$ cat src/logic/eau_pkg.sv
// Package: shared constants and types of the effective-address unit.
package eau_pkg;

  // ---------------------------------------------------------------
  // Instruction indices handed over by the instruction decoder
  // ---------------------------------------------------------------
  localparam int unsigned EAU_INSTR_W        = 6;
  localparam logic [5:0]  EAU_NUM_INSTR      = 6'h37; // 55 instructions.
  localparam logic [5:0]  EAU_I_MOVE         = 6'h00;
  localparam logic [5:0]  EAU_I_ADD          = 6'h01;
  localparam logic [5:0]  EAU_I_SUB          = 6'h02;
  localparam logic [5:0]  EAU_I_ADD_CARRY    = 6'h03;
  localparam logic [5:0]  EAU_I_SUB_BORROW   = 6'h04;
  localparam logic [5:0]  EAU_I_ADD_SMALL    = 6'h07;
  localparam logic [5:0]  EAU_I_SUB_SMALL    = 6'h08;
  localparam logic [5:0]  EAU_I_MULTIPLY     = 6'h0b;
  localparam logic [5:0]  EAU_I_DIVIDE       = 6'h0c;
  localparam logic [5:0]  EAU_I_COMPARE      = 6'h0d;
  localparam logic [5:0]  EAU_I_AND          = 6'h0f;
  localparam logic [5:0]  EAU_I_OR           = 6'h10;
  localparam logic [5:0]  EAU_I_XOR          = 6'h11;
  localparam logic [5:0]  EAU_I_ALU_LAST     = 6'h1a; // Last shift.
  localparam logic [5:0]  EAU_I_BIT_SET      = 6'h1b; // First bit op.
  localparam logic [5:0]  EAU_I_BIT_CLEAR    = 6'h1c;
  localparam logic [5:0]  EAU_I_BIT_INVERT   = 6'h1d;
  localparam logic [5:0]  EAU_I_BIT_TEST     = 6'h1e;
  localparam logic [5:0]  EAU_I_BIT_LAST     = 6'h28;
  localparam logic [5:0]  EAU_I_COND_BRANCH  = 6'h29;
  localparam logic [5:0]  EAU_I_JUMP         = 6'h2a;
  localparam logic [5:0]  EAU_I_BRANCH_SUB   = 6'h2b;
  localparam logic [5:0]  EAU_I_JUMP_SUB     = 6'h2c;
  localparam logic [5:0]  EAU_I_BLOCK_XFER   = 6'h36;

  // ---------------------------------------------------------------
  // Addressing modes
  // ---------------------------------------------------------------
  typedef enum logic [3:0] {
    EAU_M_REG     = 4'h0,
    EAU_M_IND     = 4'h1,
    EAU_M_POSTINC = 4'h2,
    EAU_M_DISP    = 4'h3,
    EAU_M_IMM8    = 4'h4,
    EAU_M_ABS16   = 4'h5,
    EAU_M_PREDEC  = 4'h6,
    EAU_M_ABS8    = 4'h7,
    EAU_M_IMM16   = 4'hc,
    EAU_M_PCREL   = 4'hd,
    EAU_M_MEMIND  = 4'hf
  } eau_mode_t;

  // ---------------------------------------------------------------
  // Sequencer states and address constants
  // ---------------------------------------------------------------
  typedef enum logic [1:0] {
    EAU_S_IDLE = 2'b00,
    EAU_S_IND  = 2'b01
  } eau_state_t;

  localparam logic [2:0]  EAU_STACK_REG   = 3'h7;
  localparam logic [7:0]  EAU_ABS8_HIGH   = 8'hff;
  localparam logic [7:0]  EAU_MEMIND_HIGH = 8'h00;
  localparam logic [15:0] EAU_STEP_BYTE   = 16'h0001;
  localparam logic [15:0] EAU_STEP_WORD   = 16'h0002;
  localparam int unsigned EAU_BITNUM_LSB  = 4;

endpackage : eau_pkg

$ cat src/logic/eau_permit.sv
// Module: checks that a mode is legal for an instruction group.
`timescale 1ns/1ps
module eau_permit
  import eau_pkg::*;
(
  input  wire logic [5:0] instr_i,   // Instruction index.
  input  wire eau_mode_t  mode_i,    // Requested addressing mode.
  input  wire logic       word_i,    // Word operand size.
  input  wire logic       store_i,   // Move writes memory.
  input  wire logic       stack_i,   // Register field names the stack.
  input  wire logic       bit_reg_i, // Bit number comes from a register.
  output logic            ok_o       // Combination is permitted.
);

  // ---------------------------------------------------------------
  // Mode table per instruction group
  // ---------------------------------------------------------------
  always_comb begin
    ok_o = 1'b0;
    if (instr_i >= EAU_NUM_INSTR) begin
      ok_o = 1'b0; // Unknown index: never a valid access.
    end else if (instr_i == EAU_I_MOVE) begin
      case (mode_i) // Every mode but branch modes.
        EAU_M_REG, EAU_M_IND, EAU_M_DISP, EAU_M_ABS16: ok_o = 1'b1;
        EAU_M_POSTINC: ok_o = !store_i && (word_i || !stack_i);
        EAU_M_PREDEC:  ok_o = store_i && (word_i || !stack_i);
        EAU_M_ABS8:    ok_o = !word_i;
        EAU_M_IMM8:    ok_o = !word_i && !store_i;
        EAU_M_IMM16:   ok_o = word_i && !store_i;
        default:       ok_o = 1'b0;
      endcase
    end else if (instr_i <= EAU_I_ALU_LAST) begin
      // Register direct only, byte immediates for a few.
      if (mode_i == EAU_M_REG) begin
        if (instr_i == EAU_I_ADD_SMALL || instr_i == EAU_I_SUB_SMALL) begin
          ok_o = word_i; // Small add and subtract are word only.
        end else begin
          ok_o = !word_i || instr_i == EAU_I_ADD || instr_i == EAU_I_SUB
              || instr_i == EAU_I_COMPARE || instr_i == EAU_I_MULTIPLY
              || instr_i == EAU_I_DIVIDE;
        end
      end else if (mode_i == EAU_M_IMM8) begin
        ok_o = !word_i && (instr_i == EAU_I_ADD
            || instr_i == EAU_I_ADD_CARRY || instr_i == EAU_I_SUB_BORROW
            || instr_i == EAU_I_COMPARE || instr_i == EAU_I_AND
            || instr_i == EAU_I_OR || instr_i == EAU_I_XOR);
      end
    end else if (instr_i <= EAU_I_BIT_LAST) begin
      // Operand by register, indirect or short absolute.
      ok_o = !word_i && (mode_i == EAU_M_REG || mode_i == EAU_M_IND
          || mode_i == EAU_M_ABS8)
          && (!bit_reg_i || instr_i <= EAU_I_BIT_TEST);
    end else if (instr_i == EAU_I_COND_BRANCH
                 || instr_i == EAU_I_BRANCH_SUB) begin
      ok_o = mode_i == EAU_M_PCREL;
    end else if (instr_i == EAU_I_JUMP || instr_i == EAU_I_JUMP_SUB) begin
      ok_o = mode_i == EAU_M_IND || mode_i == EAU_M_ABS16
          || mode_i == EAU_M_MEMIND;
    end else begin
      ok_o = mode_i == EAU_M_REG && !word_i; // Implicit operands only.
    end
  end

endmodule : eau_permit

$ cat src/logic/eau_addr_calc.sv
// Module: forms the 16-bit effective address for each mode.
`timescale 1ns/1ps
module eau_addr_calc
  import eau_pkg::*;
(
  input  wire eau_mode_t   mode_i,    // Addressing mode.
  input  wire logic        word_i,    // Word step for increments.
  input  wire logic        align_i,   // Force an even result.
  input  wire logic [15:0] reg_val_i, // Selected 16-bit register.
  input  wire logic [15:0] ext_i,     // Bytes three and four.
  input  wire logic [7:0]  byte2_i,   // Second instruction byte.
  input  wire logic [15:0] count_i,   // Program counter.
  output logic      [15:0] ea_o,      // Effective address.
  output logic      [15:0] wb_val_o   // Updated register value.
);

  logic [15:0] step; // One for bytes, two for words.
  logic [15:0] raw;  // Address before alignment.

  // ---------------------------------------------------------------
  // Address arithmetic; all sums simply wrap at 16 bits
  // ---------------------------------------------------------------
  always_comb begin
    step     = word_i ? EAU_STEP_WORD : EAU_STEP_BYTE;
    raw      = reg_val_i;
    wb_val_o = reg_val_i;
    case (mode_i)
      EAU_M_DISP:    raw = reg_val_i + ext_i;
      EAU_M_POSTINC: wb_val_o = reg_val_i + step;
      EAU_M_PREDEC: begin
        raw      = reg_val_i - step;
        wb_val_o = reg_val_i - step;
      end
      EAU_M_ABS8:    raw = {EAU_ABS8_HIGH, byte2_i};
      EAU_M_ABS16:   raw = ext_i;
      EAU_M_PCREL:   raw = count_i + {{8{byte2_i[7]}}, byte2_i};
      EAU_M_MEMIND:  raw = {EAU_MEMIND_HIGH, byte2_i};
      default:       raw = reg_val_i;
    endcase
    ea_o = align_i ? {raw[15:1], 1'b0} : raw;
  end

endmodule : eau_addr_calc

$ cat src/logic/eau_unit.sv
// Module: top of the effective-address unit between decoder and bus.
`timescale 1ns/1ps
module eau_unit
  import eau_pkg::*;
(
  input  wire logic        CLOCK_I,           // System clock, 50 MHz.
  input  wire logic        RSTN_I,            // Synchronous reset, low.
  // Decoded instruction from the decoder.
  input  wire logic        REQ_I,             // Request strobe.
  input  wire logic [5:0]  INSTR_I,           // Instruction index.
  input  wire logic [3:0]  MODE_I,            // Addressing mode code.
  input  wire logic        WORD_I,            // Word operand size.
  input  wire logic        STORE_I,           // Move writes memory.
  input  wire logic [3:0]  REG_SEL_I,         // Register field.
  input  wire logic [15:0] REG_VAL_I,         // Selected 16-bit value.
  input  wire logic [7:0]  BYTE2_I,           // Second code byte.
  input  wire logic [15:0] EXT_I,             // Third and fourth bytes.
  input  wire logic        SMALL_TWO_I,       // Small step is two.
  input  wire logic        BIT_REG_I,         // Bit number from register.
  input  wire logic [2:0]  BIT_REG_VAL_I,     // Low bits of that register.
  input  wire logic        BIT_IN_BYTE4_I,    // Bit number in byte four.
  input  wire logic [15:0] PROGRAM_COUNTER_I, // Current counter.
  // Memory bus answer for the indirect pointer read.
  input  wire logic        MEM_ACK_I,         // Read data valid.
  input  wire logic [15:0] MEM_DATA_I,        // Read word.
  // Results.
  output logic             BUSY_O,            // Pointer read running.
  output logic             DONE_O,            // Result valid pulse.
  output logic             ILLEGAL_O,         // Refused request pulse.
  output logic             MEM_OP_O,          // Operand in memory.
  output logic      [15:0] EA_O,              // Operand address.
  output logic             REG_OP_O,          // Operand in a register.
  output logic      [3:0]  REG_NUM_O,         // Operand register.
  output logic             IMM_VALID_O,       // Immediate operand.
  output logic      [15:0] IMM_O,             // Immediate value.
  output logic      [2:0]  BIT_NUM_O,         // Selected bit number.
  output logic             WB_EN_O,           // Register update pulse.
  output logic      [2:0]  WB_REG_O,          // Register to update.
  output logic      [15:0] WB_VAL_O,          // Updated value.
  output logic             STACK_OP_O,        // Push or pop access.
  output logic             BRANCH_O,          // Branch target valid.
  output logic      [15:0] TARGET_O,          // Branch target.
  output logic             MEM_REQ_O,         // Pointer read request.
  output logic      [15:0] MEM_ADDR_O,        // Pointer read address.
  output logic      [15:0] FETCH_ADDR_O       // Instruction fetch word.
);

  // ---------------------------------------------------------------
  // Declarations
  // ---------------------------------------------------------------
  eau_state_t  state;      // Sequencer state.
  eau_state_t  next_state; // Sequencer state for the next edge.
  eau_mode_t   mode;       // Mode code as an enumeration.
  logic        accept;     // Request taken in this cycle.
  logic        permitted;  // Mode allowed for this instruction.
  logic        stack_reg;  // Register field names the stack pointer.
  logic        is_flow;    // Branch or jump instruction.
  logic        is_bit;     // Bit-manipulation instruction.
  logic        is_small;   // Small add or subtract.
  logic        align;      // Address must be even.
  logic        mem_mode;   // Mode reaches memory for the operand.
  logic [15:0] calc_ea;    // Address from the calculator.
  logic [15:0] calc_wb;    // Register update from the calculator.
  logic [15:0] next_imm;   // Immediate operand to publish.
  logic [2:0]  next_bit;   // Bit number to publish.

  // ---------------------------------------------------------------
  // Request classification
  // ---------------------------------------------------------------
  // The decoder presents a plain 4-bit code; anything outside the
  // enumeration simply fails the permission check below.
  assign mode      = eau_mode_t'(MODE_I);
  assign accept    = REQ_I && (state == EAU_S_IDLE);
  // The stack pointer is general register seven.
  assign stack_reg = (REG_SEL_I[2:0] == EAU_STACK_REG);
  assign is_bit    = (INSTR_I >= EAU_I_BIT_SET)
                  && (INSTR_I <= EAU_I_BIT_LAST);
  assign is_small  = (INSTR_I == EAU_I_ADD_SMALL)
                  || (INSTR_I == EAU_I_SUB_SMALL);
  assign is_flow   = (INSTR_I == EAU_I_COND_BRANCH)
                  || (INSTR_I == EAU_I_JUMP)
                  || (INSTR_I == EAU_I_BRANCH_SUB)
                  || (INSTR_I == EAU_I_JUMP_SUB);

  // Word operands and every branch target fall on an even address;
  // the pointer read of a memory-indirect jump is a word too.
  assign align = (WORD_I && INSTR_I == EAU_I_MOVE) || is_flow;

  // Modes whose operand lives in memory rather than in the core.
  assign mem_mode = (mode == EAU_M_IND) || (mode == EAU_M_DISP)
                 || (mode == EAU_M_POSTINC) || (mode == EAU_M_PREDEC)
                 || (mode == EAU_M_ABS8) || (mode == EAU_M_ABS16);

  // ---------------------------------------------------------------
  // Permission check and address arithmetic
  // ---------------------------------------------------------------
  eau_permit u_permit (
    .instr_i   (INSTR_I),
    .mode_i    (mode),
    .word_i    (WORD_I),
    .store_i   (STORE_I),
    .stack_i   (stack_reg),
    .bit_reg_i (BIT_REG_I),
    .ok_o      (permitted)
  );

  eau_addr_calc u_addr_calc (
    .mode_i    (mode),
    .word_i    (WORD_I),
    .align_i   (align),
    .reg_val_i (REG_VAL_I),
    .ext_i     (EXT_I),
    .byte2_i   (BYTE2_I),
    .count_i   (PROGRAM_COUNTER_I),
    .ea_o      (calc_ea),
    .wb_val_o  (calc_wb)
  );

  // ---------------------------------------------------------------
  // Immediate operand and bit number selection
  // ---------------------------------------------------------------
  // The implicit small step wins over the mode code, because those
  // instructions are encoded in register-direct form.
  always_comb begin
    next_imm = {8'h00, BYTE2_I};
    if (is_small) begin
      next_imm = SMALL_TWO_I ? EAU_STEP_WORD : EAU_STEP_BYTE;
    end else if (mode == EAU_M_IMM16) begin
      next_imm = EXT_I;
    end
  end

  // A register-held bit number uses only its three low bits; the
  // immediate form sits in the upper nibble of byte two or four.
  always_comb begin
    if (BIT_REG_I) begin
      next_bit = BIT_REG_VAL_I;
    end else if (BIT_IN_BYTE4_I) begin
      next_bit = EXT_I[EAU_BITNUM_LSB +: 3];
    end else begin
      next_bit = BYTE2_I[EAU_BITNUM_LSB +: 3];
    end
  end

  // ---------------------------------------------------------------
  // Sequencer
  // ---------------------------------------------------------------
  // Only memory-indirect jumps leave the idle state; they wait for
  // the pointer word. Requests arriving meanwhile are not taken.
  always_comb begin
    next_state = state;
    case (state)
      EAU_S_IDLE: begin
        if (accept && permitted && mode == EAU_M_MEMIND) begin
          next_state = EAU_S_IND;
        end
      end
      EAU_S_IND: begin
        if (MEM_ACK_I) begin
          next_state = EAU_S_IDLE;
        end
      end
      default: next_state = EAU_S_IDLE;
    endcase
  end

  // State register and the busy flag that mirrors it.
  always_ff @(posedge CLOCK_I) begin
    if (!RSTN_I) begin
      state  <= EAU_S_IDLE;
      BUSY_O <= 1'b0;
    end else begin
      state  <= next_state;
      BUSY_O <= (next_state != EAU_S_IDLE);
    end
  end

  // ---------------------------------------------------------------
  // Pointer read on the memory bus
  // ---------------------------------------------------------------
  // The request is held until the bus acknowledges; the address is
  // the page-zero pointer, already forced even.
  always_ff @(posedge CLOCK_I) begin
    if (!RSTN_I) begin
      MEM_REQ_O  <= 1'b0;
      MEM_ADDR_O <= 16'h0000;
    end else if (accept && permitted && mode == EAU_M_MEMIND) begin
      MEM_REQ_O  <= 1'b1;
      MEM_ADDR_O <= calc_ea;
    end else if (MEM_ACK_I) begin
      MEM_REQ_O  <= 1'b0;
    end
  end

  // ---------------------------------------------------------------
  // Completion and refusal strobes
  // ---------------------------------------------------------------
  // A refused request yields only the illegal pulse, so no access
  // and no register update can come from a forbidden encoding.
  always_ff @(posedge CLOCK_I) begin
    if (!RSTN_I) begin
      DONE_O    <= 1'b0;
      ILLEGAL_O <= 1'b0;
    end else begin
      DONE_O    <= (accept && permitted && mode != EAU_M_MEMIND)
                || (state == EAU_S_IND && MEM_ACK_I);
      ILLEGAL_O <= accept && !permitted;
    end
  end

  // ---------------------------------------------------------------
  // Operand description
  // ---------------------------------------------------------------
  // These levels hold until the next accepted request, so that the
  // execute stage may sample them any time after the done pulse.
  always_ff @(posedge CLOCK_I) begin
    if (!RSTN_I) begin
      MEM_OP_O    <= 1'b0;
      EA_O        <= 16'h0000;
      REG_OP_O    <= 1'b0;
      REG_NUM_O   <= 4'h0;
      IMM_VALID_O <= 1'b0;
      IMM_O       <= 16'h0000;
      BIT_NUM_O   <= 3'h0;
      STACK_OP_O  <= 1'b0;
    end else if (accept) begin
      MEM_OP_O    <= permitted && mem_mode && !is_flow;
      EA_O        <= calc_ea;
      REG_OP_O    <= permitted && mode == EAU_M_REG;
      REG_NUM_O   <= REG_SEL_I;
      IMM_VALID_O <= permitted && (is_small || mode == EAU_M_IMM8
                  || mode == EAU_M_IMM16);
      IMM_O       <= next_imm;
      BIT_NUM_O   <= is_bit ? next_bit : 3'h0;
      // Push and pop are word moves on the stack pointer.
      STACK_OP_O  <= permitted && INSTR_I == EAU_I_MOVE && WORD_I
                  && stack_reg && (mode == EAU_M_PREDEC
                  || mode == EAU_M_POSTINC);
    end
  end

  // ---------------------------------------------------------------
  // Register update for post-increment and pre-decrement
  // ---------------------------------------------------------------
  // The update is a single pulse next to the done pulse, so a stall
  // in the register file cannot apply the step twice.
  always_ff @(posedge CLOCK_I) begin
    if (!RSTN_I) begin
      WB_EN_O  <= 1'b0;
      WB_REG_O <= 3'h0;
      WB_VAL_O <= 16'h0000;
    end else begin
      WB_EN_O <= accept && permitted
              && (mode == EAU_M_POSTINC || mode == EAU_M_PREDEC);
      if (accept) begin
        WB_REG_O <= REG_SEL_I[2:0];
        WB_VAL_O <= calc_wb;
      end
    end
  end

  // ---------------------------------------------------------------
  // Branch target
  // ---------------------------------------------------------------
  // Direct targets are known at once; an indirect target is the
  // fetched pointer word with its low bit dropped.
  always_ff @(posedge CLOCK_I) begin
    if (!RSTN_I) begin
      BRANCH_O <= 1'b0;
      TARGET_O <= 16'h0000;
    end else if (state == EAU_S_IND && MEM_ACK_I) begin
      BRANCH_O <= 1'b1;
      TARGET_O <= {MEM_DATA_I[15:1], 1'b0};
    end else if (accept) begin
      BRANCH_O <= permitted && is_flow && mode != EAU_M_MEMIND;
      TARGET_O <= calc_ea;
    end
  end

  // ---------------------------------------------------------------
  // Instruction fetch address
  // ---------------------------------------------------------------
  // Code is always fetched as whole words, so the low bit of the
  // counter is ignored. An odd branch displacement therefore only
  // costs alignment, never a fault.
  always_ff @(posedge CLOCK_I) begin
    if (!RSTN_I) begin
      FETCH_ADDR_O <= 16'h0000;
    end else begin
      FETCH_ADDR_O <= {PROGRAM_COUNTER_I[15:1], 1'b0};
    end
  end

endmodule : eau_unit

$ cat config.mk
export PLATFORM = sky130hd
export DESIGN_NAME = eau_unit
export DESIGN_NICKNAME = d
export VERILOG_FILES = /design/src/logic/eau_pkg.sv /design/src/logic/eau_permit.sv /design/src/logic/eau_addr_calc.sv /design/src/logic/eau_unit.sv
export SDC_FILE = /design/constraint.sdc
export NUM_CORES = 1
export LEC_CHECK = 0
export ABC_AREA = 1
export ABC_CLOCK_PERIOD_IN_PS = 2600
export BUFFER_PORTS_ARGS = -buffer_cell sky130_fd_sc_hd__clkbuf_2
export CORE_MARGIN = 5
export CORE_UTILIZATION = 54
export DETAILED_ROUTE_END_ITERATION = 16
export PLACE_DENSITY = 0.89
export SKIP_CTS_REPAIR_TIMING = 1
export SYNTH_ARGS = -nofsm -noshare
export SYNTH_HDL_FRONTEND = slang
export SYNTH_SLANG_ARGS = --single-unit
export TNS_END_PERCENT = 50
$ cat constraint.sdc
create_clock -name CLOCK_I -period 2.6 [get_ports CLOCK_I]
set_input_delay 0 -clock CLOCK_I [delete_from_list [all_inputs] [get_ports CLOCK_I]]
set_output_delay 0 -clock CLOCK_I [all_outputs]
set_load 0.03 [all_outputs]
==> flow_summary.toml <==
[clock_network]
cts_root_buffer = "clkbuf_16"
clock-sinks = 114
htree_levels = 4
clk-insertion-delay-late_ns = 0.42
clockBufferDepth = 2
cts_buffers = 17
cts_tree = "built"
cts.clk_slew.worst_paths_ns = 0.06

[route]
viasPerCell = 5.573
drt_iter0_drc = 1028
drtAntennaViolNets = 0
vias = 9256
drt_pass1_iterations = 5
drc = 0
wl_per_cell_um = 16.42
wl_um = 27280

[floorplan]
start_util = 0.5520
coreArea_um2 = 13930
die_area_um2 = 16730
row_count = 43
io_pins = 214
die_x_um = 129.4
die_y_um = 129.4

[timing]
setup_viol = 0
hold_viol = 14
finalSetupTns_ns = 0
slew_headroom = 0.4744
setup_slack_ns = 0.4435
hold_ws_ns = -0.05892
fin_skew_ns = 0.007296
min_period_ns = 2.156
max_freq_mhz = 463.7
rsz0062_at_grt = "false"
tightest_slew_ns = 0.7872
slew_violations = 0
fin_crit_sh = 0.8294

[global_routing]
met2_usage = 0.5305
gr-usage-met3 = 0.05153
grt_pass1_vias = 8430
grt_max_degree = 45
busiest_layer = "met2"
grt_pass1_wl_um = 41800
track_usage = 0.3141
grt_overflow = 0
antenna_found_initial = 0
met1_usage = 0.3905

[place]
port_buffers = 211
preCtsSetupSlack_ns = 0.3581
gp_congestion = 0.9685
placed_cell_area_um2 = 8890
place_inst = 1591
dp_hpwl_um = 19880

[logic_synthesis]
async_reset_ff_frac = 0
syn-cell-area_um2 = 7692
synth_edf_count = 0
netlist_instances = 1226
syn_avg_cell_area_um2 = 6.274
ys_types = 47
seq_area_frac_synth = 0.2967
ys_seq_elements = 114
yosys_warnings = 0
synth_top_flop_cell = "dfxtp_1"

[layout]
final_common_cell = "nand2_1"
drive_gt1_frac = 0.2012
finalNetCount = 1604
fin_util = 0.7102
final_cell_mix = "nand2_1 (335), clkbuf_2 (211), inv_1 (143)"
diodes = 0
stdcell_area_um2 = 9896
instances_no_fill = 1661
syn_to_final_growth_pct = 28.64

[pwr]
p_clk_frac = 0.447
pwr-share-comb = 0.221
p_int_mw = 3.804
p_leak_nw = 5.031
switchingPower_mw = 1.801
powerDensity_nw_per_um2 = 566.4
peakVddDrop_uv = 455.8
seq_power_share = 0.332
p_total_mw = 5.605
swShare = 0.3213

[outcome]
status = "finished with violations"
violations = "negative hold slack"

[setup_path]
r2r_slack_ns = 0.79
crit_arrival_ns = 2.50
cp_max_fo = 6
end_kind = "flop"
critPathRequiredTime_ns = 2.94
cp-start-kind = "primary input"
crit_type = "in -> reg"

[job]
cap_violations = 0

[hold_path]
hold_path.class = "in -> reg"
## area by class of cell
type                    count  area [µm²]
multi-input cells         916        4643
clock inverters            13       172.7
well taps                 180       225.2
clock buffers              19       452.9
repair buffers            261        1526
inverters                 158       593.1
fillers                  1159        4039
flip-flops and latches    114        2282
## cells in the mapped netlist (3+ instances only)
| library cell | count | area share |
|---|---|---|
| nand3_1 | 96 | 0.062 |
| o21ai_0 | 69 | 0.045 |
| a41oi_1 | 4 | 0.0046 |
| dfxtp_1 | 114 | 0.30 |
| nor2_2 | 6 | 0.0049 |
| inv_1 | 143 | 0.070 |
| nand2_1 | 336 | 0.16 |
| nor2_1 | 126 | 0.061 |
| clkinv_1 | 4 | 0.0020 |
| o21bai_1 | 7 | 0.0068 |
| buf_1 | 3 | 0.0015 |
| a21oi_1 | 123 | 0.080 |
| xor2_1 | 3 | 0.0034 |
| ha_1 | 34 | 0.055 |
| a31oi_1 | 8 | 0.0065 |
| buf_4 | 5 | 0.0049 |
| o211ai_1 | 18 | 0.018 |
| a21o_1 | 4 | 0.0039 |
| o221ai_1 | 3 | 0.0034 |
| nor4_1 | 3 | 0.0024 |
| fa_1 | 4 | 0.010 |
| nand3b_1 | 5 | 0.0049 |
| nor3_1 | 11 | 0.0072 |
| buf_2 | 6 | 0.0039 |
| o22ai_1 | 4 | 0.0033 |
| clkbuf_1 | 24 | 0.012 |
| or2_2 | 7 | 0.0057 |
| nand2_2 | 6 | 0.0049 |
| nand4_1 | 5 | 0.0041 |
| nor2_4 | 4 | 0.0059 |
| a22o_1 | 11 | 0.013 |
| inv_2 | 11 | 0.0054 |
## registers in the layout (all words and copies together) (netlist names), 2 cells and up
register	flops
EA_O	16
IMM_O	16
MEM_ADDR_O	16
TARGET_O	16
WB_VAL_O	16
FETCH_ADDR_O	15
REG_NUM_O	4
BIT_NUM_O	3
state	2
## power groups by stage
stage                     sequential (mW)  clock, mW  combinational (mW)
after floorplan                      2.04          0               0.633
after global placement               1.89          0                1.15
after detailed placement             1.90          0                1.16
after CTS                            1.86       2.52                1.17
after global routing                 1.87       2.61                1.37
final                                1.86       2.50                1.24
## logic make-up (layout without fill, tap and decap cells)
| logic type | after synthesis | after routing | synth area share |
|---|---|---|---|
| flip-flops | 114 | 114 | 0.2967 |
| AO/OA/AOI/OAI | 261 | 261 | 0.1940 |
| adder cells (fa/ha/maj) | 38 | 38 | 0.06571 |
| buffers and inverters | 197 | 451 | 0.1005 |
| XOR/XNOR | 4 | 4 | 0.004555 |
| other | 1 | 2 | 0.0004875 |
| AND/OR/NAND/NOR | 611 | 611 | 0.3380 |
## worst max-delay path, stage by stage
cell	delay, ns
dlygate4sd3_1	0.54
clkbuf_2	0.16
ha_1	0.38
nand4_1	0.10
o21ai_0	0.50
nand2_1	0.16
nand3_1	0.10
nand3_1	0.08
nand3b_1	0.11
nand3_1	0.15
a21oi_1	0.21
## layer usage
layer  share of wire  wire length, µm
met1            0.40            10850
met2            0.48            13180
met3           0.075             2054
met5               0                0
met4           0.044             1195
## path summary, 6_finish.rpt
kind	from	endpoint	depth (start not counted)
worst max-delay path	EXT_I[6]	TARGET_O[11]$_SDFFE_PN0P_	11
worst min-delay path	BIT_REG_VAL_I[0]	BIT_NUM_O[0]$_SDFFE_PN0P_	5
worst max register to register	state[0]$_SDFF_PN0_	MEM_ADDR_O[2]$_SDFFE_PN0P_	6
worst min register to register	MEM_ADDR_O[11]$_SDFFE_PN0P_	MEM_ADDR_O[11]$_SDFFE_PN0P_	2
Power figures use the tool's default switching activity.
